--- src/verilog/usw_regs.svh ---
// Register offsets, field positions, reset values and key for the status and protect block
`ifndef USW_REGS_SVH
`define USW_REGS_SVH
// ****************************************************************************
// Register byte offsets
// ****************************************************************************
`define USW_OFF_CONTROL      8'h00
`define USW_OFF_MODE         8'h04
`define USW_OFF_IRQ_MASK     8'h08
`define USW_OFF_CHAN_STATUS  8'h14
`define USW_OFF_BAUD         8'h20
`define USW_OFF_RX_TIMEOUT   8'h24
`define USW_OFF_TX_GUARD     8'h28
`define USW_OFF_FIDI         8'h40
`define USW_OFF_IR_FILTER    8'h4C
`define USW_OFF_MAN_CONFIG   8'h50
`define USW_OFF_WPROT        8'hE4
// ****************************************************************************
// Field positions
// ****************************************************************************
`define USW_CTRL_RST_STATUS_BIT 8
`define USW_CS_CTS_CHG_BIT   19
`define USW_CS_MAN_ERR_BIT   24
`define USW_CS_RI_BIT        20
`define USW_CS_DSR_BIT       21
`define USW_CS_DCD_BIT       22
`define USW_CS_CTS_BIT       23
`define USW_WP_EN_BIT        0
`define USW_WP_KEY_LSB       8
`define USW_WP_KEY_MSB       31
// ****************************************************************************
// Constants and reset values
// ****************************************************************************
`define USW_PROTECT_KEY      24'h55_5341
`define USW_CFG_RESET        32'h0000_0000
`define USW_IRQ_MASK_RESET   32'h0000_0000
`define USW_SLVERR           2'b10
`define USW_OKAY             2'b00
`endif

--- src/verilog/usw_pkg.sv ---
// Types shared by the status and protect block
`default_nettype none
package usw_pkg;
  // Modem control input group
  typedef struct packed {
    logic ri;
    logic dsr;
    logic dcd;
    logic cts;
  } usw_modem_s;

  // Bus write request as presented to the register core
  typedef struct packed {
    logic [7:0]  addr;
    logic [31:0] data;
    logic [3:0]  strb;
  } usw_wreq_s;

  typedef enum logic [1:0] {USW_W_IDLE, USW_W_RESP} usw_wstate_e;
endpackage
`default_nettype wire

--- src/verilog/usw_cfg_reg.sv ---
// One write-protectable 32-bit configuration register
`timescale 1ns/1ps
`include "usw_regs.svh"
`default_nettype none
module usw_cfg_reg #(
  parameter logic [31:0] RESET_VALUE = `USW_CFG_RESET
) (
  input  wire logic        i_clk_sys,
  input  wire logic        i_reset,
  input  wire logic        i_write,
  input  wire logic        i_protect,
  input  wire logic [31:0] i_data,
  input  wire logic [3:0]  i_strb,
  output logic [31:0]      o_value
);
  // ****************************************************************************
  // Storage
  // ****************************************************************************
  // Protected write dropped silently, reads unaffected
  always_ff @(posedge i_clk_sys) begin
    if (i_reset) begin
      o_value <= RESET_VALUE;
    end else if (i_write && !i_protect) begin
      for (int b = 0; b < 4; b++) begin
        if (i_strb[b]) begin
          o_value[8*b +: 8] <= i_data[8*b +: 8];
        end
      end
    end
  end
endmodule
`default_nettype wire

--- src/verilog/usw_sync.sv ---
// Two-flop synchroniser for one pin bit
`timescale 1ns/1ps
`default_nettype none
module usw_sync (
  input  wire logic i_clk_sys,
  input  wire logic i_reset,
  input  wire logic i_async,
  output logic      o_sync
);
  logic meta_reg;

  // ****************************************************************************
  // Synchroniser
  // ****************************************************************************
  // First stage feeds only the second stage
  always_ff @(posedge i_clk_sys) begin
    if (i_reset) begin
      meta_reg <= 1'b0;
      o_sync   <= 1'b0;
    end else begin
      meta_reg <= i_async;
      o_sync   <= meta_reg;
    end
  end
endmodule
`default_nettype wire

--- src/verilog/usw_top.sv ---
// Modem status flags, Manchester error flag and keyed configuration write protect
//
// Design decisions made here: the address map and register access over AXI4-Lite.
`timescale 1ns/1ps
`include "usw_regs.svh"
`default_nettype none
module usw_top (
  input  wire logic             i_clk_sys,
  input  wire logic             i_reset,
  // AXI4-Lite slave
  input  wire logic [7:0]       i_s_axi_awaddr,
  input  wire logic             i_s_axi_awvalid,
  output logic                  o_s_axi_awready,
  input  wire logic [31:0]      i_s_axi_wdata,
  input  wire logic [3:0]       i_s_axi_wstrb,
  input  wire logic             i_s_axi_wvalid,
  output logic                  o_s_axi_wready,
  output logic [1:0]            o_s_axi_bresp,
  output logic                  o_s_axi_bvalid,
  input  wire logic             i_s_axi_bready,
  input  wire logic [7:0]       i_s_axi_araddr,
  input  wire logic             i_s_axi_arvalid,
  output logic                  o_s_axi_arready,
  output logic [31:0]           o_s_axi_rdata,
  output logic [1:0]            o_s_axi_rresp,
  output logic                  o_s_axi_rvalid,
  input  wire logic             i_s_axi_rready,
  // Modem pins and receiver event
  input  wire usw_pkg::usw_modem_s i_modem,
  input  wire logic             i_manchester_violation,
  // Outputs
  output logic                  o_irq,
  output logic                  o_protect_active,
  output logic [31:0]           o_mode,
  output logic [31:0]           o_baud,
  output logic [31:0]           o_rx_timeout,
  output logic [31:0]           o_tx_guard,
  output logic [31:0]           o_fidi,
  output logic [31:0]           o_ir_filter,
  output logic [31:0]           o_man_config
);
  // ****************************************************************************
  // Pin synchronisers
  // ****************************************************************************
  usw_pkg::usw_modem_s modem_sync;
  logic                cts_prev_reg;

  usw_sync u_sync_ri (
    .i_clk_sys (i_clk_sys),
    .i_reset   (i_reset),
    .i_async   (i_modem.ri),
    .o_sync    (modem_sync.ri)
  );
  usw_sync u_sync_dsr (
    .i_clk_sys (i_clk_sys),
    .i_reset   (i_reset),
    .i_async   (i_modem.dsr),
    .o_sync    (modem_sync.dsr)
  );
  usw_sync u_sync_dcd (
    .i_clk_sys (i_clk_sys),
    .i_reset   (i_reset),
    .i_async   (i_modem.dcd),
    .o_sync    (modem_sync.dcd)
  );
  usw_sync u_sync_cts (
    .i_clk_sys (i_clk_sys),
    .i_reset   (i_reset),
    .i_async   (i_modem.cts),
    .o_sync    (modem_sync.cts)
  );

  // Previous CTS level; armed once the sync chain holds real pin data
  logic [1:0] cts_fill_reg;
  always_ff @(posedge i_clk_sys) begin
    if (i_reset) begin
      cts_prev_reg <= 1'b0;
      cts_fill_reg <= 2'h0;
    end else begin
      cts_prev_reg <= modem_sync.cts;
      if (cts_fill_reg != 2'h3) begin
        cts_fill_reg <= cts_fill_reg + 2'h1;
      end
    end
  end

  logic cts_edge;
  // edge on CTS
  // Reset zeros in the chain must not pose as an edge on an idle-high pin
  assign cts_edge = (cts_fill_reg == 2'h3) && (cts_prev_reg != modem_sync.cts);

  // ****************************************************************************
  // AXI4-Lite write path
  // ****************************************************************************
  logic        aw_held_reg;
  logic        w_held_reg;
  logic [7:0]  awaddr_reg;
  logic [31:0] wdata_reg;
  logic [3:0]  wstrb_reg;
  logic        bvalid_reg;
  logic [1:0]  bresp_reg;
  logic        wr_fire;
  logic        wr_hit;

  // Accept each channel once; hold until the response is taken
  assign o_s_axi_awready = !aw_held_reg && !bvalid_reg;
  assign o_s_axi_wready  = !w_held_reg && !bvalid_reg;
  assign wr_fire         = aw_held_reg && w_held_reg && !bvalid_reg;

  always_ff @(posedge i_clk_sys) begin
    if (i_reset) begin
      aw_held_reg <= 1'b0;
      w_held_reg  <= 1'b0;
      awaddr_reg  <= 8'h00;
      wdata_reg   <= 32'h0000_0000;
      wstrb_reg   <= 4'h0;
    end else begin
      if (i_s_axi_awvalid && o_s_axi_awready) begin
        aw_held_reg <= 1'b1;
        awaddr_reg  <= i_s_axi_awaddr;
      end else if (wr_fire) begin
        aw_held_reg <= 1'b0;
      end
      if (i_s_axi_wvalid && o_s_axi_wready) begin
        w_held_reg <= 1'b1;
        wdata_reg  <= i_s_axi_wdata;
        wstrb_reg  <= i_s_axi_wstrb;
      end else if (wr_fire) begin
        w_held_reg <= 1'b0;
      end
    end
  end

  // Write decode; unmapped offsets answer SLVERR
  always_comb begin
    unique case ({awaddr_reg[7:2], 2'b00})
      `USW_OFF_CONTROL, `USW_OFF_MODE, `USW_OFF_IRQ_MASK, `USW_OFF_BAUD,
      `USW_OFF_RX_TIMEOUT, `USW_OFF_TX_GUARD, `USW_OFF_FIDI,
      `USW_OFF_IR_FILTER, `USW_OFF_MAN_CONFIG, `USW_OFF_WPROT: wr_hit = 1'b1;
      default: wr_hit = 1'b0;
    endcase
  end

  always_ff @(posedge i_clk_sys) begin
    if (i_reset) begin
      bvalid_reg <= 1'b0;
      bresp_reg  <= `USW_OKAY;
    end else if (wr_fire) begin
      bvalid_reg <= 1'b1;
      bresp_reg  <= wr_hit ? `USW_OKAY : `USW_SLVERR;
    end else if (i_s_axi_bready) begin
      bvalid_reg <= 1'b0;
    end
  end
  assign o_s_axi_bvalid = bvalid_reg;
  assign o_s_axi_bresp  = bresp_reg;

  logic wr_sel_word;
  logic [7:0] wr_off;
  assign wr_off      = {awaddr_reg[7:2], 2'b00};
  assign wr_sel_word = wr_fire && (wstrb_reg == 4'hF);

  // ****************************************************************************
  // Write protect register
  // ****************************************************************************
  logic protect_enable_reg;
  logic key_ok;
  assign key_ok = wdata_reg[`USW_WP_KEY_MSB:`USW_WP_KEY_LSB] == `USW_PROTECT_KEY;

  // keyed update
  // Needs all byte lanes so the key arrives whole
  always_ff @(posedge i_clk_sys) begin
    if (i_reset) begin
      protect_enable_reg <= 1'b0;
    end else if (wr_sel_word && wr_off == `USW_OFF_WPROT && key_ok) begin
      protect_enable_reg <= wdata_reg[`USW_WP_EN_BIT];
    end
  end
  assign o_protect_active = protect_enable_reg;

  // ****************************************************************************
  // Protected configuration registers
  // ****************************************************************************
  logic [7:0]  cfg_off [7];
  logic [31:0] cfg_val [7];
  assign cfg_off[0] = `USW_OFF_MODE;
  assign cfg_off[1] = `USW_OFF_BAUD;
  assign cfg_off[2] = `USW_OFF_RX_TIMEOUT;
  assign cfg_off[3] = `USW_OFF_TX_GUARD;
  assign cfg_off[4] = `USW_OFF_FIDI;
  assign cfg_off[5] = `USW_OFF_IR_FILTER;
  assign cfg_off[6] = `USW_OFF_MAN_CONFIG;

  for (genvar g = 0; g < 7; g++) begin : g_cfg
    usw_cfg_reg #(
      .RESET_VALUE (`USW_CFG_RESET)
    ) u_cfg (
      .i_clk_sys (i_clk_sys),
      .i_reset   (i_reset),
      .i_write   (wr_fire && wr_off == cfg_off[g]),
      .i_protect (protect_enable_reg),
      .i_data    (wdata_reg),
      .i_strb    (wstrb_reg),
      .o_value   (cfg_val[g])
    );
  end
  assign o_mode       = cfg_val[0];
  assign o_baud       = cfg_val[1];
  assign o_rx_timeout = cfg_val[2];
  assign o_tx_guard   = cfg_val[3];
  assign o_fidi       = cfg_val[4];
  assign o_ir_filter  = cfg_val[5];
  assign o_man_config = cfg_val[6];

  // ****************************************************************************
  // Interrupt mask and control command
  // ****************************************************************************
  logic [31:0] irq_mask_reg;
  always_ff @(posedge i_clk_sys) begin
    if (i_reset) begin
      irq_mask_reg <= `USW_IRQ_MASK_RESET;
    end else if (wr_fire && wr_off == `USW_OFF_IRQ_MASK) begin
      for (int b = 0; b < 4; b++) begin
        if (wstrb_reg[b]) begin
          irq_mask_reg[8*b +: 8] <= wdata_reg[8*b +: 8];
        end
      end
    end
  end

  logic reset_status_command;
  assign reset_status_command = wr_fire && wr_off == `USW_OFF_CONTROL
                                && wstrb_reg[1] && wdata_reg[`USW_CTRL_RST_STATUS_BIT];

  // ****************************************************************************
  // AXI4-Lite read path and status flags
  // ****************************************************************************
  logic        rvalid_reg;
  logic [31:0] rdata_reg;
  logic [1:0]  rresp_reg;
  logic        rd_fire;
  logic [7:0]  rd_off;
  logic        cts_change_flag_reg;
  logic        manchester_error_flag_reg;
  logic        status_read;

  assign o_s_axi_arready = !rvalid_reg;
  assign rd_fire         = i_s_axi_arvalid && !rvalid_reg;
  assign rd_off          = {i_s_axi_araddr[7:2], 2'b00};
  assign status_read     = rd_fire && rd_off == `USW_OFF_CHAN_STATUS;

  always_ff @(posedge i_clk_sys) begin
    if (i_reset) begin
      cts_change_flag_reg <= 1'b0;
    end else if (cts_edge) begin
      cts_change_flag_reg <= 1'b1;
    end else if (status_read) begin
      cts_change_flag_reg <= 1'b0;
    end
  end

  always_ff @(posedge i_clk_sys) begin
    if (i_reset) begin
      manchester_error_flag_reg <= 1'b0;
    end else if (i_manchester_violation) begin
      manchester_error_flag_reg <= 1'b1;
    end else if (reset_status_command) begin
      manchester_error_flag_reg <= 1'b0;
    end
  end

  logic [31:0] status_word;
  always_comb begin
    status_word = 32'h0000_0000;
    status_word[`USW_CS_CTS_CHG_BIT] = cts_change_flag_reg;
    status_word[`USW_CS_RI_BIT]      = modem_sync.ri;
    status_word[`USW_CS_DSR_BIT]     = modem_sync.dsr;
    status_word[`USW_CS_DCD_BIT]     = modem_sync.dcd;
    status_word[`USW_CS_CTS_BIT]     = modem_sync.cts;
    status_word[`USW_CS_MAN_ERR_BIT] = manchester_error_flag_reg;
  end

  // Read mux; key field reads zero
  always_ff @(posedge i_clk_sys) begin
    if (i_reset) begin
      rvalid_reg <= 1'b0;
      rdata_reg  <= 32'h0000_0000;
      rresp_reg  <= `USW_OKAY;
    end else if (rd_fire) begin
      rvalid_reg <= 1'b1;
      rresp_reg  <= `USW_OKAY;
      unique case (rd_off)
        `USW_OFF_CONTROL:     rdata_reg <= 32'h0000_0000;
        `USW_OFF_MODE:        rdata_reg <= cfg_val[0];
        `USW_OFF_IRQ_MASK:    rdata_reg <= irq_mask_reg;
        `USW_OFF_CHAN_STATUS: rdata_reg <= status_word;
        `USW_OFF_BAUD:        rdata_reg <= cfg_val[1];
        `USW_OFF_RX_TIMEOUT:  rdata_reg <= cfg_val[2];
        `USW_OFF_TX_GUARD:    rdata_reg <= cfg_val[3];
        `USW_OFF_FIDI:        rdata_reg <= cfg_val[4];
        `USW_OFF_IR_FILTER:   rdata_reg <= cfg_val[5];
        `USW_OFF_MAN_CONFIG:  rdata_reg <= cfg_val[6];
        `USW_OFF_WPROT:       rdata_reg <= {31'h0000_0000, protect_enable_reg};
        default: begin
          rdata_reg <= 32'h0000_0000;
          rresp_reg <= `USW_SLVERR;
        end
      endcase
    end else if (i_s_axi_rready) begin
      rvalid_reg <= 1'b0;
    end
  end
  assign o_s_axi_rvalid = rvalid_reg;
  assign o_s_axi_rdata  = rdata_reg;
  assign o_s_axi_rresp  = rresp_reg;

  // ****************************************************************************
  // Interrupt
  // ****************************************************************************
  // Level while any unmasked sticky flag is set
  assign o_irq = |(irq_mask_reg & {7'h00, manchester_error_flag_reg, 4'h0,
                                   cts_change_flag_reg, 19'h0_0000});
endmodule
`default_nettype wire
--- config.mk ---
export PLATFORM = sky130hd
export DESIGN_NAME = usw_top
export DESIGN_NICKNAME = d
export VERILOG_FILES = /design/src/verilog/usw_pkg.sv /design/src/verilog/usw_cfg_reg.sv /design/src/verilog/usw_sync.sv /design/src/verilog/usw_top.sv
export VERILOG_INCLUDE_DIRS = /design/src /design/src/verilog
export SDC_FILE = /design/constraint.sdc
export NUM_CORES = 1
export LEC_CHECK = 0
export BUFFER_PORTS_ARGS = -buffer_cell sky130_fd_sc_hd__buf_4
export CORE_MARGIN = 2
export CORE_UTILIZATION = 40
export DETAILED_ROUTE_END_ITERATION = 10
export PLACE_DENSITY = 0.63
export SYNTH_ARGS = -nofsm -noshare
export SYNTH_HDL_FRONTEND = slang
export SYNTH_SLANG_ARGS = --single-unit
--- constraint.sdc ---
create_clock -name i_clk_sys -period 2.64 [get_ports i_clk_sys]
set_input_delay 0.132 -clock i_clk_sys [delete_from_list [all_inputs] [get_ports i_clk_sys]]
set_output_delay 0.132 -clock i_clk_sys [all_outputs]
set_load 0.05 [all_outputs]
# --- Yosys cells after proc, flatten, opt, wreduce, memory -nomap -nowiden ---
# Cells that the tools add are included.
totals:
  register_bits: 354
  in_bits: 64
  out_inout_bits: 267
  elab_cells: 175
classes:
  addsub: 1
  eq_ne: 24
  mux: 15
  n_bitwise: 1
  n_reduce_logical: 79
ops:
  columns: ["operator", "n"]
  rows:
  - ["case mux 32 bit (10 select lines)", 1]
  - ["AND reduction 2 bit", 32]
  - ["== test 6 x 4 -> 1 bit, second input constant", 6]
  - ["== test 6 x 5 -> 1 bit, second input constant", 6]
  - ["bitwise AND 32 x 25 -> 32 bit", 1]
  - ["OR reduction 32 bit", 1]
  - ["logical AND 1 bit", 30]
  - ["== test 24 x 23 -> 1 bit, second input constant", 1]
  - ["logical NOT 8 bit", 2]
  - ["== test 6 x 1 -> 1 bit, second input constant", 2]
  - ["== test 6 x 2 -> 1 bit, second input constant", 2]
  - ["== test 6 bit, second input constant", 2]
  - ["two-way mux 1 bit", 12]
  - ["nonzero test 2 bit", 6]
  - ["OR reduction 11 bit", 1]
  - ["OR reduction 10 bit", 1]
  - ["== test 6 x 3 -> 1 bit, second input constant", 1]
  - ["logical NOT 6 bit", 1]
  - ["logical NOT 1 bit", 5]
  - ["== test 4 bit, second input constant", 1]
  - ["two-way mux 2 bit", 2]
  - ["adder 2 x 1 -> 2 bit, second input constant", 1]
  - ["== test 2 bit, second input constant", 1]
  - ["inequality test 2 bit, second input constant", 1]
  - ["inequality test 1 bit", 1]

# --- Depth between registers and ports, before layout ---
depth:
  depth_word: 7
  ltp_mapped: 8
  ltp_nobuf: 5

# --- By module ---
# A second synthesis with hierarchy kept.
hier_totals:
  cells_unflattened: 1803
  hier_area_um2: 16961.3
modules_own_cells:
  columns: ["module", "n_inst", "cells_each", "area_each_um2", "seq_area_each_um2"]
  rows:
  - ["usw_cfg_reg", 7, 143, 1478.9, 640.6]
  - ["usw_top", 1, 786, 6398.6, 2362.3]
  - ["usw_sync", 4, 4, 52.6, 40.0]

# --- Least setup slack after synthesis ---
# Ideal clock, no wire load.
synth_timing:
  path_kind: "flip-flop to flip-flop"
  startpoint: "register bvalid_reg (netlist: o_s_axi_bvalid)"
  endpoint: "register wdata_reg[10]"
  setup_ns: 0.070
  arrival_time_ns: 2.207
  required_time_ns: 2.570
  path_slack_ns: 0.363
  path_stages_with_launch: 7
  path_buffers: 2
  synth_period_minus_slack_ns: 2.277
  cell_sequence: "dfxtp_1 nor2_1 and2_1 clkbuf_1 clkbuf_1 nand2_1 a21oi_1"
synth_between:
  elab_chain_len: 3
synth_rtl:
  columns: ["item", "line_no", "text"]
  rows:
  - ["from (decl)", "usw_top.sv:100", "logic bvalid_reg;"]
  - ["from (signal assigned)", "usw_top.sv:146", "bvalid_reg <= 1'b0;"]
  - ["from (signal assigned)", "usw_top.sv:149", "bvalid_reg <= 1'b1;"]
  - ["from (signal assigned)", "usw_top.sv:152", "bvalid_reg <= 1'b0;"]
  - ["logical NOT 1 bit", "usw_top.sv:107", "assign o_s_axi_wready = !w_held_reg && !bvalid_reg;"]
  - ["logical AND 1 bit", "usw_top.sv:107", null]
  - ["net o_s_axi_wready", "usw_top.sv:17", "output logic o_s_axi_wready,"]
  - ["logical AND 1 bit", "usw_top.sv:124", "if (i_s_axi_wvalid && o_s_axi_wready) begin"]
  - ["to (signal assigned)", "usw_top.sv:126", "wdata_reg <= i_s_axi_wdata;"]
  - ["to (decl)", "usw_top.sv:98", "logic [31:0] wdata_reg;"]
# The timed path passes the listed nets, and every way through them passes these cells.
# A chain may end at the register's enable or synchronous reset.

# --- Worst setup path in the final report ---
layout_timing:
  startpoint: "register awaddr_reg[7]"
  endpoint: "register irq_mask_reg[4]"
layout_between:
  elab_chain_len: 3
layout_rtl:
  columns: ["item", "line_no", "text"]
  rows:
  - ["from (decl)", "usw_top.sv:97", "logic [7:0] awaddr_reg;"]
  - ["from (signal assigned)", "usw_top.sv:120", "awaddr_reg <= i_s_axi_awaddr;"]
  - ["== test 6 x 2 -> 1 bit", null, null]
  - ["logical AND 1 bit (no source line)", null, null]
  - ["AND reduction 2 bit (no source line)", null, null]
  - ["to (signal assigned)", "usw_top.sv:221", "irq_mask_reg <= `USW_IRQ_MASK_RESET;"]
  - ["to (signal, indexed assignment)", "usw_top.sv:225", "irq_mask_reg[8*b +: 8] <= wdata_reg[8*b +: 8];"]
  - ["to (decl)", "usw_top.sv:218", "logic [31:0] irq_mask_reg;"]
# Every way passes these cells.

==> flow_metrics.env <==
export IMPL_syn_area_um2=14700
export IMPL_cts_clk_slew_worst_paths_ns=0.06
export IMPL_p_total_mw=12.0
export IMPL_area_sequential_um2=7010
export IMPL_io_pins=331
export IMPL_synth_edf_count=0
export IMPL_first_global_vias=13312
export IMPL_ir_worst_vdd_mv=0.466
export IMPL_yosysTopAreaCellShare=0.476
export IMPL_drt_iter0_markers=1210
export IMPL_fp_dieArea_um2=38400
export IMPL_cts_root_buffer="clkbuf_16"
export IMPL_cts_resized=0
export IMPL_diodes=0
export IMPL_final_cell_mix="buf_4, dfxtp_1, nand2_1"
export IMPL_io_buffers=324
export IMPL_start_kind="flop"
export IMPL_tritoncts="yes"
export IMPL_largest_register_ffs=224
export IMPL_multi_input_area_um2=7010
export IMPL_required_ns=3.03
export IMPL_htreeDepth=2
export IMPL_synth_area_leaders="dfxtp_1, mux2i_1, nand2_1, a21oi_1, nor2_1"
export IMPL_drtPass1Iterations=5
export IMPL_overflow=0
export IMPL_grt_usage=0.277
export IMPL_layout_drive_gt1_share=0.222
export IMPL_min_path_type="in -> reg"
export IMPL_drt_antenna_violating_nets=0
export IMPL_yosysTopAreaCell="dfxtp_1"
export IMPL_dp_worst_setup_slack_ns=0.283
export IMPL_grt_max_degree=119
export IMPL_critPathCaptureType="flop"
export IMPL_fmax_mhz=419
export IMPL_top_register="g_cfg.u_cfg.o_value"
export IMPL_cts_buffers=39
export IMPL_hold_viol_final=0
export IMPL_placedCellCount=2436
export IMPL_worstPathArrival_ns=2.78
export IMPL_instances_no_fill=2554
export IMPL_min_period_over_period=0.904
export IMPL_cts_setup_buffers=0
export IMPL_fin_setup_tns_ns=0
export IMPL_max_cap_violations=0
export IMPL_synthFlopType="dfxtp_1"
export IMPL_slew_viol_final=0
export IMPL_synth_cells=1754
export IMPL_layout_nets=2125
export IMPL_dieWidth_um=196
export IMPL_initial_core_util=0.404
export IMPL_yosysSeqAreaShare=0.476
export IMPL_place_congestion=0.808
export IMPL_hpwl_um=37900
export IMPL_slew_headroom=0.516
export IMPL_die_h_um=196
export IMPL_power_static_leakage_nw=7.87
export IMPL_synth_area_per_cell_um2=8.39
export IMPL_placed_area_um2=17500
export IMPL_routed_via_count=14134
export IMPL_status="finished clean"
export IMPL_finalClockSkew_ns=0.0109
export IMPL_yosys_register_bits=350
export IMPL_rows=70
export IMPL_setup_ws_ns=0.255
export IMPL_area_delta_synth_final_pct=31.1
export IMPL_setup_violations=0
export IMPL_cts_sinks=350
export IMPL_grt_pass1_wl_um=82000
export IMPL_yosysUniqueCellTypes=59
export IMPL_cts_path_max_buffers=3
export IMPL_powerDensity_nw_per_um2=622
export IMPL_worstSkewPairLatency_ns=0.53
export IMPL_n_fill_cell=3433
export IMPL_crit_type="reg -> reg"
export IMPL_design_area_um2=19300
export IMPL_finalCriticalPeriod_ns=2.39
export IMPL_path_max_fanout=8
export IMPL_worst_slew_pin_slew_ns=0.724
export IMPL_ys_async_sr_fraction=0
export IMPL_r2r_slack_ns=0.25
export IMPL_yosys_warnings=0
export IMPL_final_common_cell="buf_4"
export IMPL_drc=0
export IMPL_avgViaCountPerCell=5.53
export IMPL_wl_per_cell_um=21.7
export IMPL_rsz0062_at_grt="false"
export IMPL_routed_wl_um=55400
export IMPL_coreArea_um2=36400
export IMPL_antenna_found_initial=0
## synthesized netlist by cell type, drive strengths merged (3+ instances only)
| cell | instances |
|---|---|
| o21ai | 5 |
| or3 | 4 |
| o22ai | 30 |
| a311oi | 19 |
| a221oi | 3 |
| mux2i | 142 |
| and2 | 3 |
| a21oi | 242 |
| nor2 | 184 |
| nor4b | 5 |
| clkbuf | 122 |
| a211oi | 19 |
| o2bb2ai | 5 |
| nor3 | 4 |
| or2 | 4 |
| inv | 3 |
| a22o | 4 |
| nor2b | 17 |
| dfxtp | 350 |
| a22oi | 62 |
| buf | 46 |
| nand2 | 333 |
| nand3 | 86 |
| and3 | 16 |
| nor4 | 8 |
| nand2b | 7 |
| nand4b | 3 |
| o32ai | 4 |
## repair_timing
action,4_1_cts,5_1_grt
hold buffers,51,0
setup endpoints to repair,0,0
hold endpoints to repair,53,0
## area by class of cell
cell class                 instances  area share
timing repair buffer             432       0.176
tap                              468      0.0303
multi-input combinational       1234       0.363
sequential                       350       0.363
clock buffer                      62      0.0624
clock inverter                     5     0.00402
inverter                           3    0.000584
## power by group
| group | leakage, nW | switching (mW) | internal [mW] |
|---|---|---|---|
| clock | 0.626 | 2.15 | 3.31 |
| combinational | 4.41 | 0.672 | 0.351 |
| sequential | 2.83 | 0.145 | 5.38 |
| total | 7.87 | 2.97 | 9.04 |
## per-layer routing
layer / vias up / GRT usage / share of wire
li1: 6671 / - / -
met1: 6745 / 0.385 / 0.44
met2: 642 / 0.450 / 0.46
met3: 76 / 0.0428 / 0.076
met4: 0 / 0.0682 / 0.020
met5: - / 0 / 0
## logic make-up (layout without fill, tap and decap cells)
group                      count (synthesis)  in the layout  share of synthesized area
AOI/OAI and AO/OA                        400            400                      0.163
xor gates and xnor gates                   3              3                    0.00179
and+or+nand+nor                          686            686                      0.212
DFF                                      350            350                      0.476
adders and majority gates                  1              1                   0.000850
buffers and inverters                    171            502                     0.0497
other                                      1              2                   0.000255
muxes                                    142            142                     0.0965
## path summary, 6_finish.rpt
kind,end,from,depth (start not counted)
worst max register to register,irq_mask_reg[4],awaddr_reg[7],5
worst max-delay path,irq_mask_reg[4],awaddr_reg[7],5
worst min register to register,irq_mask_reg[27],irq_mask_reg[27],2
worst min-delay path,o_s_axi_rdata[8],i_s_axi_arvalid,4
## critical path: stages, from the launching register on
cell	delay, ns
dfxtp_1	0.36
or4_4	0.58
nor2_1	0.43
and3_1	0.58
mux2i_1	0.24
nor2_1	0.06
## through the flow
stage / utilization / hold slack [ns]
global placement: 0.480 / 0.320
global route: 0.530 / 0.110
CTS: 0.530 / 0.0907
floorplan: - / 0.231
finish: 0.530 / 0.0985
detailed placement: 0.480 / 0.325
Note: power is estimated with default switching activity, not from simulation.
